**src/hdl/pspg_cfg.svh**
```systemverilog
// Purpose: constants of the port status page
// Assumes: 25 MHz clock, three cable ports
// Notes: offsets are register indices on a 5-bit address
`ifndef PSPG_CFG_SVH
`define PSPG_CFG_SVH
// ----------------------------------------
// offsets
// ----------------------------------------
`define PSPG_OFS_BASE7 5'h07
`define PSPG_OFS_LINE 5'h08
`define PSPG_OFS_CTRL 5'h09
`define PSPG_OFS_SPEED 5'h0A
`define PSPG_OFS_QUAL 5'h0B
`define PSPG_OFS_ERRS 5'h0C
`define PSPG_OFS_LOOP 5'h0D
`define PSPG_OFS_RSVE 5'h0E
`define PSPG_OFS_RSVF 5'h0F
`define PSPG_OFS_IRQ_STAT 5'h10
`define PSPG_OFS_IRQ_CLR 5'h11
`define PSPG_OFS_IRQ_EN 5'h12
// ----------------------------------------
// field positions (lsb numbering)
// ----------------------------------------
`define PSPG_BIT_TPA_HI 7
`define PSPG_BIT_TPA_LO 6
`define PSPG_BIT_TPB_HI 5
`define PSPG_BIT_TPB_LO 4
`define PSPG_BIT_ROLE 3
`define PSPG_BIT_ATT 2
`define PSPG_BIT_RXV 1
`define PSPG_BIT_DIS 0
`define PSPG_BIT_ALLOW 4
`define PSPG_BIT_WIRED 7
`define PSPG_BIT_PLUG 3
// ----------------------------------------
// reset values and sizes
// ----------------------------------------
`define PSPG_PORTS 4'h3
`define PSPG_PAGE_STATUS 3'h0
`define PSPG_RST_PAGE 3'h0
`define PSPG_RST_PORT 4'h0
`define PSPG_RST_DIS 3'h0
`define PSPG_RST_ALLOW 3'h0
`define PSPG_RST_IRQ_EN 6'h00
// ----------------------------------------
// timing
// ----------------------------------------
`define PSPG_CLK_KHZ 25000
`define PSPG_CONN_DB_MS 341
`define PSPG_BIAS_DB_US 1
`define PSPG_CONN_DB_CYC (`PSPG_CONN_DB_MS * `PSPG_CLK_KHZ)
`define PSPG_BIAS_DB_CYC ((`PSPG_BIAS_DB_US * `PSPG_CLK_KHZ + 999) / 1000)
`endif

```
**src/hdl/pspg_pkg.sv**
```systemverilog
// Purpose: types of the port status page
// Assumes: nothing
// Notes: arbitration line codes
package pspg_pkg;
   typedef enum logic [1:0] {
      PSPG_ARB_INVALID = 2'h0,
      PSPG_ARB_ONE = 2'h1,
      PSPG_ARB_ZERO = 2'h2,
      PSPG_ARB_Z = 2'h3
   } pspg_arb_e;
   typedef logic [23:0] pspg_count_t;
endpackage : pspg_pkg

```
**src/hdl/pspg_debounce.sv**
```systemverilog
// Purpose: stability filter for one level
// Assumes: raw level synchronous to clk_in
// Notes: output rises after raw held high CYCLES cycles, falls at once
`timescale 1ns/1ns
module pspg_debounce
   import pspg_pkg::*;
#(
   parameter int unsigned CYCLES = 1
) (
   input wire logic clk_in,
   input wire logic rst_in,
   input wire logic raw_in,
   output logic stable_out
);
   localparam pspg_count_t LIMIT = pspg_count_t'(CYCLES - 1);
   pspg_count_t cnt_r;

   // ----------------------------------------
   // counter
   // ----------------------------------------
   always_ff @(posedge clk_in or posedge rst_in) begin
      if (rst_in) begin
         cnt_r <= 24'h000000;
      end else if (!raw_in) begin
         cnt_r <= 24'h000000;
      end else if (cnt_r != LIMIT) begin
         cnt_r <= cnt_r + 24'h000001;
      end
   end

   always_ff @(posedge clk_in or posedge rst_in) begin
      if (rst_in) begin
         stable_out <= 1'b0; // RULE8
      end else begin
         stable_out <= raw_in && (cnt_r == LIMIT); // RULE7
      end
   end

   // ----------------------------------------
   // checks
   // ----------------------------------------
   stable_wait_a: assert property (@(posedge clk_in) disable iff (rst_in) // RULE7
      $rose(stable_out) |-> $past(cnt_r) == LIMIT && $past(raw_in))
      else $error("filter output rose before the hold time");
   drop_fast_a: assert property (@(posedge clk_in) disable iff (rst_in)
      !raw_in |=> !stable_out)
      else $error("filter output held after raw level fell");
endmodule : pspg_debounce

```
**src/hdl/pspg_top.sv**
```systemverilog
// Purpose: per-port status page of a three-port cable physical layer
// Assumes: line comparators and connect detectors synchronous to clk_in
// Notes: read data stand only in the cycle after the read strobe
//
// Contract
// RULE1 - status page at indices 8..13, msb-first
// RULE2 - tpa field gives instantaneous arbitration code
// RULE3 - tpb field uses the same code
// RULE4 - tree role one for child, zero parent
// RULE5 - idle, disabled or suspended port reads child
// RULE6 - host ignores tree role until tree done
// RULE7 - attached rises after about 341 ms stable
// RULE8 - hardware reset clears attached; bus reset not
// RULE9 - newer style: tones plus speed negotiation connect
// RULE10 - host reads attached as physical connection only
// RULE11 - legacy receive valid is debounced cable bias
// RULE12 - beta receive valid is continuous valid signal
// RULE13 - beta tones alone keep receive valid low
// RULE14 - host selects page zero and port first
// RULE15 - unimplemented port reads all zero
// RULE16 - status reads have no side effects
//
// Implementation choice: strobed register access.
`timescale 1ns/1ns
`include "pspg_cfg.svh"
module pspg_top
   import pspg_pkg::*;
#(
   parameter int unsigned CONN_DB_CYCLES = `PSPG_CONN_DB_CYC
) (
   input wire logic clk_in,
   input wire logic rst_in,
   input wire logic [4:0] addr_in,
   input wire logic [7:0] wr_data_in,
   input wire logic wr_stb_in,
   input wire logic rd_stb_in,
   output logic [7:0] rd_data_out,
   output logic irq_out,
   output logic [2:0] port_disable_out,
   input wire logic bus_reset_in,
   input wire logic [2:0] tpa_pos_in,
   input wire logic [2:0] tpa_neg_in,
   input wire logic [2:0] tpb_pos_in,
   input wire logic [2:0] tpb_neg_in,
   input wire logic [2:0] child_in,
   input wire logic [2:0] suspended_in,
   input wire logic [2:0] beta_mode_in,
   input wire logic [2:0] wired_detect_in,
   input wire logic [2:0] tones_in,
   input wire logic [2:0] speed_done_in,
   input wire logic [2:0] cable_bias_in,
   input wire logic [2:0] signal_valid_in,
   input wire logic [8:0] neg_speed_in
);
   localparam int unsigned BIAS_DB_CYCLES = `PSPG_BIAS_DB_CYC;

   logic [2:0] page_sel_r;
   logic [3:0] port_sel_r;
   logic [2:0] allow_r;
   logic [2:0] attached;
   logic [2:0] bias_ok;
   logic [2:0] conn_raw;
   logic [2:0] tree_role;
   logic [2:0] rx_valid_r;
   logic [2:0] attached_q_r;
   logic [5:0] irq_stat_r;
   logic [5:0] irq_stat_nxt;
   logic [5:0] irq_en_r;
   logic [5:0] irq_en_nxt;
   logic [5:0] irq_set;
   logic [1:0] arb_a [3];
   logic [1:0] arb_b [3];
   logic [7:0] rd_nxt;
   logic [1:0] idx;
   logic port_ok;
   logic page_hit;
   logic wr_sel;

   // ----------------------------------------
   // line state encoding
   // ----------------------------------------
   function automatic pspg_arb_e arb_code(input logic pos, input logic neg);
      pspg_arb_e code;
      code = PSPG_ARB_INVALID;
      case ({pos, neg})
         2'b00: code = PSPG_ARB_Z;
         2'b10: code = PSPG_ARB_ONE;
         2'b01: code = PSPG_ARB_ZERO;
         default: code = PSPG_ARB_INVALID;
      endcase
      return code;
   endfunction : arb_code

   // ----------------------------------------
   // per-port status
   // ----------------------------------------
   for (genvar p = 0; p < 3; p++) begin : g_port
      assign arb_a[p] = arb_code(tpa_pos_in[p], tpa_neg_in[p]); // RULE2
      assign arb_b[p] = arb_code(tpb_pos_in[p], tpb_neg_in[p]); // RULE3
      assign conn_raw[p] = beta_mode_in[p] ?
         (tones_in[p] && speed_done_in[p]) : wired_detect_in[p]; // RULE9
      assign tree_role[p] = child_in[p] || !attached[p] ||
         port_disable_out[p] || suspended_in[p]; // RULE4 RULE5

      pspg_debounce #(
         .CYCLES(CONN_DB_CYCLES)
      ) u_conn_db (
         .clk_in(clk_in),
         .rst_in(rst_in),
         .raw_in(conn_raw[p]),
         .stable_out(attached[p])
      );

      pspg_debounce #(
         .CYCLES(BIAS_DB_CYCLES)
      ) u_bias_db (
         .clk_in(clk_in),
         .rst_in(rst_in),
         .raw_in(cable_bias_in[p]),
         .stable_out(bias_ok[p])
      );

      always_ff @(posedge clk_in or posedge rst_in) begin
         if (rst_in) begin
            rx_valid_r[p] <= 1'b0;
         end else if (beta_mode_in[p]) begin
            rx_valid_r[p] <= signal_valid_in[p]; // RULE12 RULE13
         end else begin
            rx_valid_r[p] <= bias_ok[p]; // RULE11
         end
      end

      beta_tone_a: assert property (@(posedge clk_in) disable iff (rst_in) // RULE13
         beta_mode_in[p] && tones_in[p] && !signal_valid_in[p] |=> !rx_valid_r[p])
         else $error("receive valid set on tones alone");
      legacy_rx_a: assert property (@(posedge clk_in) disable iff (rst_in) // RULE11
         !beta_mode_in[p] && !cable_bias_in[p] |=> ##1 !rx_valid_r[p])
         else $error("receive valid set without cable bias");
   end

   // ----------------------------------------
   // decode
   // ----------------------------------------
   assign idx = port_sel_r[1:0];
   assign port_ok = port_sel_r < `PSPG_PORTS; // RULE15
   assign page_hit = (page_sel_r == `PSPG_PAGE_STATUS) && port_ok; // RULE14
   assign wr_sel = wr_stb_in && page_hit;

   // ----------------------------------------
   // base register
   // ----------------------------------------
   always_ff @(posedge clk_in or posedge rst_in) begin
      if (rst_in) begin
         page_sel_r <= `PSPG_RST_PAGE;
         port_sel_r <= `PSPG_RST_PORT;
      end else if (wr_stb_in && addr_in == `PSPG_OFS_BASE7) begin
         page_sel_r <= wr_data_in[7:5];
         port_sel_r <= wr_data_in[3:0];
      end
   end

   // ----------------------------------------
   // per-port control bits
   // ----------------------------------------
   always_ff @(posedge clk_in or posedge rst_in) begin
      if (rst_in) begin
         port_disable_out <= `PSPG_RST_DIS;
      end else if (wr_sel && addr_in == `PSPG_OFS_LINE) begin
         port_disable_out[idx] <= wr_data_in[`PSPG_BIT_DIS];
      end
   end

   always_ff @(posedge clk_in or posedge rst_in) begin
      if (rst_in) begin
         allow_r <= `PSPG_RST_ALLOW;
      end else if (wr_sel && addr_in == `PSPG_OFS_CTRL) begin
         allow_r[idx] <= wr_data_in[`PSPG_BIT_ALLOW];
      end
   end

   // ----------------------------------------
   // port events and interrupt
   // ----------------------------------------
   always_ff @(posedge clk_in or posedge rst_in) begin
      if (rst_in) begin
         attached_q_r <= 3'h0;
      end else begin
         attached_q_r <= attached;
      end
   end

   assign irq_set = {allow_r & (attached ^ attached_q_r),
                     allow_r & (attached & ~attached_q_r)};

   always_comb begin
      irq_stat_nxt = irq_stat_r;
      if (wr_stb_in && addr_in == `PSPG_OFS_IRQ_CLR) begin
         irq_stat_nxt = irq_stat_nxt & ~wr_data_in[5:0];
      end
      irq_stat_nxt = irq_stat_nxt | irq_set;
   end

   always_ff @(posedge clk_in or posedge rst_in) begin
      if (rst_in) begin
         irq_stat_r <= 6'h00;
      end else begin
         irq_stat_r <= irq_stat_nxt;
      end
   end

   always_comb begin
      irq_en_nxt = irq_en_r;
      if (wr_stb_in && addr_in == `PSPG_OFS_IRQ_EN) begin
         irq_en_nxt = wr_data_in[5:0];
      end
   end

   always_ff @(posedge clk_in or posedge rst_in) begin
      if (rst_in) begin
         irq_en_r <= `PSPG_RST_IRQ_EN;
      end else begin
         irq_en_r <= irq_en_nxt;
      end
   end

   always_ff @(posedge clk_in or posedge rst_in) begin
      if (rst_in) begin
         irq_out <= 1'b0;
      end else begin
         irq_out <= |(irq_stat_nxt & irq_en_nxt);
      end
   end

   // ----------------------------------------
   // read path
   // ----------------------------------------
   always_comb begin
      rd_nxt = 8'h00;
      case (addr_in)
         `PSPG_OFS_BASE7: begin
            rd_nxt = {page_sel_r, 1'b0, port_sel_r};
         end
         `PSPG_OFS_LINE: begin
            if (page_hit) begin // RULE15
               rd_nxt = {arb_a[idx], arb_b[idx], tree_role[idx], attached[idx],
                         rx_valid_r[idx], port_disable_out[idx]}; // RULE1
            end
         end
         `PSPG_OFS_CTRL: begin
            if (page_hit) begin
               rd_nxt = {neg_speed_in[3 * idx +: 3], allow_r[idx], 4'h0}; // RULE1
            end
         end
         `PSPG_OFS_SPEED: begin
            if (page_hit) begin
               rd_nxt[`PSPG_BIT_WIRED] = wired_detect_in[idx];
               rd_nxt[`PSPG_BIT_PLUG] = 1'b1;
            end
         end
         `PSPG_OFS_IRQ_STAT: begin
            rd_nxt = {2'h0, irq_stat_r};
         end
         `PSPG_OFS_IRQ_EN: begin
            rd_nxt = {2'h0, irq_en_r};
         end
         default: begin
            rd_nxt = 8'h00; // RULE1
         end
      endcase
   end

   always_ff @(posedge clk_in or posedge rst_in) begin
      if (rst_in) begin
         rd_data_out <= 8'h00;
      end else if (rd_stb_in) begin
         rd_data_out <= rd_nxt; // RULE16
      end else begin
         rd_data_out <= 8'h00;
      end
   end

   // ----------------------------------------
   // checks
   // ----------------------------------------
   unimpl_zero_a: assert property (@(posedge clk_in) disable iff (rst_in) // RULE15
      rd_stb_in && addr_in[4:3] == 2'b01 && !port_ok |=> rd_data_out == 8'h00)
      else $error("unimplemented port read not zero");

   reserved_zero_a: assert property (@(posedge clk_in) disable iff (rst_in) // RULE1
      rd_stb_in && (addr_in == `PSPG_OFS_RSVE || addr_in == `PSPG_OFS_CTRL)
      |=> rd_data_out[0] == 1'b0 && (!$past(addr_in[2]) || rd_data_out == 8'h00))
      else $error("reserved or beta-exclusive bit not zero");

   tpa_code_a: assert property (@(posedge clk_in) disable iff (rst_in) // RULE2
      rd_stb_in && addr_in == `PSPG_OFS_LINE && page_hit && tpa_pos_in[idx] &&
      !tpa_neg_in[idx] |=> rd_data_out[7:6] == 2'b01)
      else $error("tpa one not coded 01");

   tpb_code_a: assert property (@(posedge clk_in) disable iff (rst_in) // RULE3
      rd_stb_in && addr_in == `PSPG_OFS_LINE && page_hit && !tpb_pos_in[idx] &&
      !tpb_neg_in[idx] |=> rd_data_out[5:4] == 2'b11)
      else $error("tpb z not coded 11");

   role_parent_a: assert property (@(posedge clk_in) disable iff (rst_in) // RULE4
      rd_stb_in && addr_in == `PSPG_OFS_LINE && page_hit && attached[idx] &&
      !port_disable_out[idx] && !suspended_in[idx] && !child_in[idx]
      |=> rd_data_out[3] == 1'b0)
      else $error("parent port not read as zero");

   role_child_a: assert property (@(posedge clk_in) disable iff (rst_in) // RULE5
      rd_stb_in && addr_in == `PSPG_OFS_LINE && page_hit &&
      (port_disable_out[idx] || suspended_in[idx] || !attached[idx])
      |=> rd_data_out[3] == 1'b1)
      else $error("idle port not read as child");

   bus_keep_a: assert property (@(posedge clk_in) disable iff (rst_in) // RULE8
      bus_reset_in && (conn_raw & attached) == attached
      |=> (attached & $past(attached)) == $past(attached))
      else $error("bus reset disturbed attached");

   read_quiet_a: assert property (@(posedge clk_in) disable iff (rst_in) // RULE16
      rd_stb_in |=> $stable(port_disable_out) && $stable(allow_r) && $stable(irq_en_r)
      && $stable(page_sel_r))
      else $error("read changed control state");

   irq_level_a: assert property (@(posedge clk_in) disable iff (rst_in)
      irq_out == |(irq_stat_r & irq_en_r))
      else $error("interrupt level disagrees with enabled status");

   irq_sticky_a: assert property (@(posedge clk_in) disable iff (rst_in)
      (|irq_set) |=> (irq_stat_r & $past(irq_set)) == $past(irq_set))
      else $error("status event lost to a clear");

   tail_zero_a: assert property (@(posedge clk_in) disable iff (rst_in) // RULE1
      rd_stb_in && addr_in >= `PSPG_OFS_QUAL && addr_in <= `PSPG_OFS_RSVF
      |=> rd_data_out == 8'h00)
      else $error("unbuilt page byte not zero");

   plug_one_a: assert property (@(posedge clk_in) disable iff (rst_in) // RULE1
      rd_stb_in && addr_in == `PSPG_OFS_SPEED && page_hit |=> rd_data_out[3] == 1'b1)
      else $error("plug flag not read as one");

   field_read_a: assert property (@(posedge clk_in) disable iff (rst_in) // RULE1
      rd_stb_in && addr_in == `PSPG_OFS_LINE && page_hit
      |=> rd_data_out[2:1] == $past({attached[idx], rx_valid_r[idx]}))
      else $error("attached or receive valid misplaced");
endmodule : pspg_top

```
**config.mk**
```make
export PLATFORM = sky130hd
export DESIGN_NAME = pspg_top
export DESIGN_NICKNAME = d
export VERILOG_FILES = /design/src/hdl/pspg_pkg.sv /design/src/hdl/pspg_debounce.sv /design/src/hdl/pspg_top.sv
export VERILOG_INCLUDE_DIRS = /design/src /design/src/hdl
export SDC_FILE = /design/constraint.sdc
export NUM_CORES = 1
export LEC_CHECK = 0
export BUFFER_PORTS_ARGS = -buffer_cell sky130_fd_sc_hd__buf_2
export CELL_PAD_IN_SITES_DETAIL_PLACEMENT = 1
export CELL_PAD_IN_SITES_GLOBAL_PLACEMENT = 1
export CORE_MARGIN = 4
export CORE_UTILIZATION = 38
export CTS_CLUSTER_DIAMETER = 40
export DETAILED_ROUTE_END_ITERATION = 10
export HOLD_SLACK_MARGIN = 0.08
export PLACE_DENSITY = 0.67
export SLEW_MARGIN = 10
export SYNTH_ARGS = -nofsm -noshare
export SYNTH_HDL_FRONTEND = slang
export SYNTH_SLANG_ARGS = --single-unit
```
**constraint.sdc**
```tcl
create_clock -name clk_in -period 12.26 [get_ports clk_in]
set_input_delay 1.839 -clock clk_in [delete_from_list [all_inputs] [get_ports clk_in]]
set_output_delay 1.839 -clock clk_in [all_outputs]
set_load 0.005 [all_outputs]
```
==> flow_summary.html <==
<table>
<tr><th>Metric</th><th>Value</th></tr>
<tr><th colspan="2">Clock tree</th></tr>
<tr><td>TritonCTS clock tree</td><td>built</td></tr>
<tr><td>Root buffer cell</td><td>sky130_fd_sc_hd__clkbuf_16</td></tr>
<tr><td>CTS buffer count</td><td>17</td></tr>
<tr><td>CTS HTree Levels</td><td>4</td></tr>
<tr><td>Number of gates given a new drive strength after cts</td><td>0</td></tr>
<tr><td>Hold-fix buffers, CTS</td><td>0</td></tr>
<tr><td>Longest Clk Path Bufs</td><td>2</td></tr>
<tr><td>Insertion delay to the later sink of the worst-skew pair</td><td>between 0.4 and 0.5 ns</td></tr>
<tr><td>Clk pin slew, worst setup/hold paths</td><td>approximately 0.070 ns</td></tr>
<tr><td>Clock sink count</td><td>190</td></tr>
<tr><td>Buffers inserted during post-CTS setup optimization</td><td>0</td></tr>
<tr><th colspan="2">GRT</th></tr>
<tr><td>Maximum number of pins on one net before global-route repair</td><td>140</td></tr>
<tr><td>GR Util All Layers</td><td>~17%</td></tr>
<tr><td>Global-route wire length before repair</td><td>39.7 mm</td></tr>
<tr><td>Via count of the first global-routing pass</td><td>between 7000 and 8000</td></tr>
<tr><td>Leftover overflow at the end of global routing</td><td>0</td></tr>
<tr><td>Antenna violations before repair</td><td>0</td></tr>
<tr><th colspan="2">Logic synthesis</th></tr>
<tr><td>Compound-gate portion of the synthesized area</td><td>under 10%</td></tr>
<tr><td>Syn_area_per_cell</td><td>10.1 um2</td></tr>
<tr><td>Dominant combinational cell family by area after synthesis</td><td>simple AND/OR/NAND/NOR gates</td></tr>
<tr><td>Number of different library cells in the post-synthesis netlist</td><td>53</td></tr>
<tr><td>Number of synthesized register bits</td><td>190</td></tr>
<tr><td>Count of warnings emitted by yosys</td><td>0</td></tr>
<tr><td>Sequential element share of the synthesized area</td><td>48.4%</td></tr>
<tr><td>Adder-cell share of the synthesized area</td><td>1.53%</td></tr>
<tr><td>Combined area of all synthesized cells</td><td>0.00982 mm2</td></tr>
<tr><td>Share of flip-flops with an asynchronous set or reset</td><td>100%</td></tr>
<tr><td>Mux cell area share after synthesis</td><td>4.55%</td></tr>
<tr><td>Count of mapped cells out of synthesis</td><td>about 970</td></tr>
<tr><td>Area share of and/or/nand/nor cells after synthesis</td><td>25.7%</td></tr>
<tr><td>EDFF count, synth</td><td>0</td></tr>
<tr><td>Xor and xnor area share after synthesis</td><td>10.4%</td></tr>
<tr><td>Predominant post-synthesis flop cell</td><td>sky130_fd_sc_hd__dfrtp_1</td></tr>
<tr><td>Mapped Nets</td><td>1049</td></tr>
<tr><th colspan="2">STA</th></tr>
<tr><td>Max-slew headroom</td><td>27.1%</td></tr>
<tr><td>Unrepaired setup endpoints after global routing</td><td>false</td></tr>
<tr><td>Total negative slack</td><td>0 ns</td></tr>
<tr><td>Final min period</td><td>between 3 and 4 ns</td></tr>
<tr><td>Final count of hold timing violations</td><td>0</td></tr>
<tr><td>Max Clock Freq</td><td>0.276 GHz</td></tr>
<tr><td>Pins over their slew limit</td><td>0</td></tr>
<tr><td>Transition time of the tightest slew-check pin</td><td>1.08 ns</td></tr>
<tr><td>Setup clock skew after layout</td><td>0.0121 ns</td></tr>
<tr><td>Final worst-path cycle share</td><td>29.5%</td></tr>
<tr><td>Final setup violating endpoints</td><td>0</td></tr>
<tr><td>Worst-case setup margin in the final layout</td><td>8.64 ns</td></tr>
<tr><th colspan="2">Detailed routing</th></tr>
<tr><td>Wire per inst</td><td>about 17 um</td></tr>
<tr><td>Via-per-instance ratio</td><td>between 5 and 6</td></tr>
<tr><td>Via count</td><td>7389</td></tr>
<tr><td>Detailed Route WL</td><td>23.5 mm</td></tr>
<tr><td>First-pass detailed-route iteration total</td><td>4</td></tr>
<tr><td>Number of DRC violations after detailed routing</td><td>0</td></tr>
<tr><td>Post-DRT Antenna Nets</td><td>0</td></tr>
<tr><td>Initial DRC Count</td><td>between 300 and 400</td></tr>
<tr><th colspan="2">Floorplanning</th></tr>
<tr><td>I/O pins</td><td>75</td></tr>
<tr><td>Die area</td><td>0.0285 mm2</td></tr>
<tr><td>Site row count</td><td>58</td></tr>
<tr><td>Height of the die</td><td>between 150 and 200 um</td></tr>
<tr><td>CORE AREA</td><td>0.0253 mm2</td></tr>
<tr><td>Horizontal die dimension</td><td>169 um</td></tr>
<tr><td>Initial core utilization</td><td>38.8%</td></tr>
<tr><th colspan="2">Finish</th></tr>
<tr><td>Count of nets after finishing</td><td>roughly 1100</td></tr>
<tr><td>Share of layout cells above drive strength 1</td><td>14.0%</td></tr>
<tr><td>Layout overhead on the synthesized area</td><td>13.2%</td></tr>
<tr><td>Highest-count cells in the layout ignoring fill and taps</td><td>sky130_fd_sc_hd__dfrtp_1 (190), sky130_fd_sc_hd__nor2_1 (87), sky130_fd_sc_hd__buf_2 (73)</td></tr>
<tr><td>Antenna Diode Count</td><td>0</td></tr>
<tr><td>Most common cell after layout, fill and taps aside</td><td>sky130_fd_sc_hd__dfrtp_1</td></tr>
<tr><td>Layout Cell Area excl Fill</td><td>roughly 0.011 mm2</td></tr>
<tr><td>Number of inserted filler cells in the final layout</td><td>~2900</td></tr>
<tr><th colspan="2">Placed design</th></tr>
<tr><td>Count of input and output buffers</td><td>between 70 and 80</td></tr>
<tr><td>Final weighted congestion in routability-driven placement</td><td>between 0.8 and 0.9</td></tr>
<tr><td>Pre-CTS setup slack</td><td>around 8.2 ns</td></tr>
<tr><td>HPWL after detailed placement</td><td>16.0 mm</td></tr>
<tr><td>Placement Cell Area</td><td>0.0105 mm2</td></tr>
<tr><th colspan="2">Worst setup path</th></tr>
<tr><td>Number of buffer and inverter stages on the critical path</td><td>1</td></tr>
<tr><td>Family with the most delay on the worst path</td><td>simple AND/OR/NAND/NOR gates</td></tr>
<tr><td>Worst path arrival time</td><td>3.93 ns</td></tr>
<tr><td>Start-to-end type of the worst setup path</td><td>input port to flip-flop</td></tr>
<tr><td>Sort of element at the end of the critical path</td><td>flip-flop</td></tr>
<tr><td>Cell-by-cell listing of the critical path</td><td>buf_2, a211o_1, nor4_1, nand3_1, nor3b_1, mux2_2</td></tr>
<tr><td>Crit Path Max Fanout</td><td>7</td></tr>
<tr><td>Beginning of the worst register-to-register path</td><td>port_sel_r[1]</td></tr>
<tr><td>Sort of element at the start of the critical path</td><td>input port</td></tr>
<tr><td>Largest stage delay on the critical path</td><td>0.73 ns</td></tr>
<tr><td>Critical Path Start</td><td>addr_in[2]</td></tr>
<tr><td>Crit-path slowest cell</td><td>sky130_fd_sc_hd__nor4_1</td></tr>
<tr><td>Data required time of the worst path</td><td>12.57 ns</td></tr>
<tr><th colspan="2">Power and ir drop</th></tr>
<tr><td>Largest vdd supply drop</td><td>0.0810 mV</td></tr>
<tr><td>Power per cell area</td><td>119 mW/mm2</td></tr>
<tr><td>Total power after layout</td><td>~1300 uW</td></tr>
<tr><td>Leakage</td><td>0.00472 uW</td></tr>
<tr><th colspan="2">Hold path</th></tr>
<tr><td>Min-Delay Path Class</td><td>flip-flop to flip-flop</td></tr>
<tr><td>Startpoint of the most critical hold path</td><td>g_port[0].u_conn_db.stable_out</td></tr>
<tr><th colspan="2">Run status</th></tr>
<tr><td>Status</td><td>completed</td></tr>
<tr><th colspan="2">Job</th></tr>
<tr><td># Max-Cap Violations</td><td>0</td></tr>
</table>
==> cell usage after synthesis (10+ instances only) <==
cell type                  count  share of area (%)
sky130_fd_sc_hd__nand3_1      45                2.3
sky130_fd_sc_hd__nand4_1      37                2.4
sky130_fd_sc_hd__clkbuf_1     24               0.92
sky130_fd_sc_hd__inv_1        26               0.99
sky130_fd_sc_hd__nor4b_1      11               0.98
sky130_fd_sc_hd__or3_1        18                1.1
sky130_fd_sc_hd__xor2_1       50                4.5
sky130_fd_sc_hd__nor2b_1      14               0.89
sky130_fd_sc_hd__ha_1         12                1.5
sky130_fd_sc_hd__nor4_1       21                1.3
sky130_fd_sc_hd__nor3_1       31                1.6
sky130_fd_sc_hd__and3_1       21                1.3
sky130_fd_sc_hd__and4_1       16                1.4
sky130_fd_sc_hd__dfrtp_1     190                 48
sky130_fd_sc_hd__nor3b_1      11               0.84
sky130_fd_sc_hd__mux2_2       25                2.9
sky130_fd_sc_hd__a21boi_0     11               0.84
sky130_fd_sc_hd__a21oi_1      15               0.76
sky130_fd_sc_hd__xnor2_1      67                6.0
sky130_fd_sc_hd__nor2_1       87                3.3
sky130_fd_sc_hd__o21ai_0      30                1.5
sky130_fd_sc_hd__and2_1       62                4.0
sky130_fd_sc_hd__o211ai_1     10               0.76
sky130_fd_sc_hd__nand2_1      54                2.1
sky130_fd_sc_hd__mux2i_1      15                1.5
==> worst reg2reg max path, stage by stage (launching register included) <==
cell and delay (ns):
sky130_fd_sc_hd__dfrtp_1 0.37, sky130_fd_sc_hd__buf_4 0.25, sky130_fd_sc_hd__a211o_1 0.38, sky130_fd_sc_hd__nor4_1 0.74, sky130_fd_sc_hd__nand3_1 0.30, sky130_fd_sc_hd__nor3b_1 0.28
sky130_fd_sc_hd__mux2_2 0.36
==> power breakdown <==
group	internal [uW]	switching, uW
clock	292	249
sequential	644	14.6
combinational	46.0	71.6
==> kinds of logic after synthesis <==
logic type      Yosys count
buf+inv                  56
xor+xnor                117
simple gates            453
flops                   190
mux                      41
fa+ha+maj                12
compound gates          105
==> final timing paths <==
check / to / slack, ns / cells past startpoint
max reg2reg: allow_r[2] / 9.47 / 6
max: allow_r[2] / 8.64 / 6
min in group asynchronous: g_port[2].u_bias_db.cnt_r[15] / 1.60 / 2
min: attached_q_r[0] / 0.45 / 0
max in group asynchronous: g_port[1].u_conn_db.cnt_r[23] / 9.36 / 3
min reg2reg: attached_q_r[0] / 0.45 / 0
==> through the flow <==
step	utilization, %	hold slack [ns]	std cells
final	43.9	0.445	1385
after global placement	41.6	0.439	1353
after floorplan	-	0.390	974
after global routing	43.9	0.466	1385
after detailed placement	41.6	0.442	1353
after CTS	43.9	0.463	1385
==> cell type report <==
class | count | area, um2 | share of cell area, %
Clock buffer | 20 | 457 | 4.11
Clock inverter | 12 | 113 | 1.01
Inverter | 26 | 105 | 0.946
Multi-Input combinational cell | 728 | 4860 | 43.7
Sequential cell | 190 | 4750 | 42.8
Tap cell | 330 | 413 | 3.72
Timing Repair Buffer | 79 | 410 | 3.69
==> sequential cells by signal (all words and copies together), names as in the netlist, 4 cells and up <==
signal,flops
irq_stat_r,6
rd_data_out,8
g_port.u_conn_db.cnt_r,72
g_port.u_bias_db.cnt_r,72
port_sel_r,4
irq_en_r,6
==> metal layers <==
layer | global-route usage (%) | vias up | share of wire, %
met1 | 23.0 | 3692 | 47
met5 | 0 | - | 0
li1 | - | 3592 | -
met4 | 3.39 | 0 | 0.97
met3 | 2.90 | 17 | 3.1
met2 | 28.3 | 88 | 48
Power figures use the tool's default switching activity.
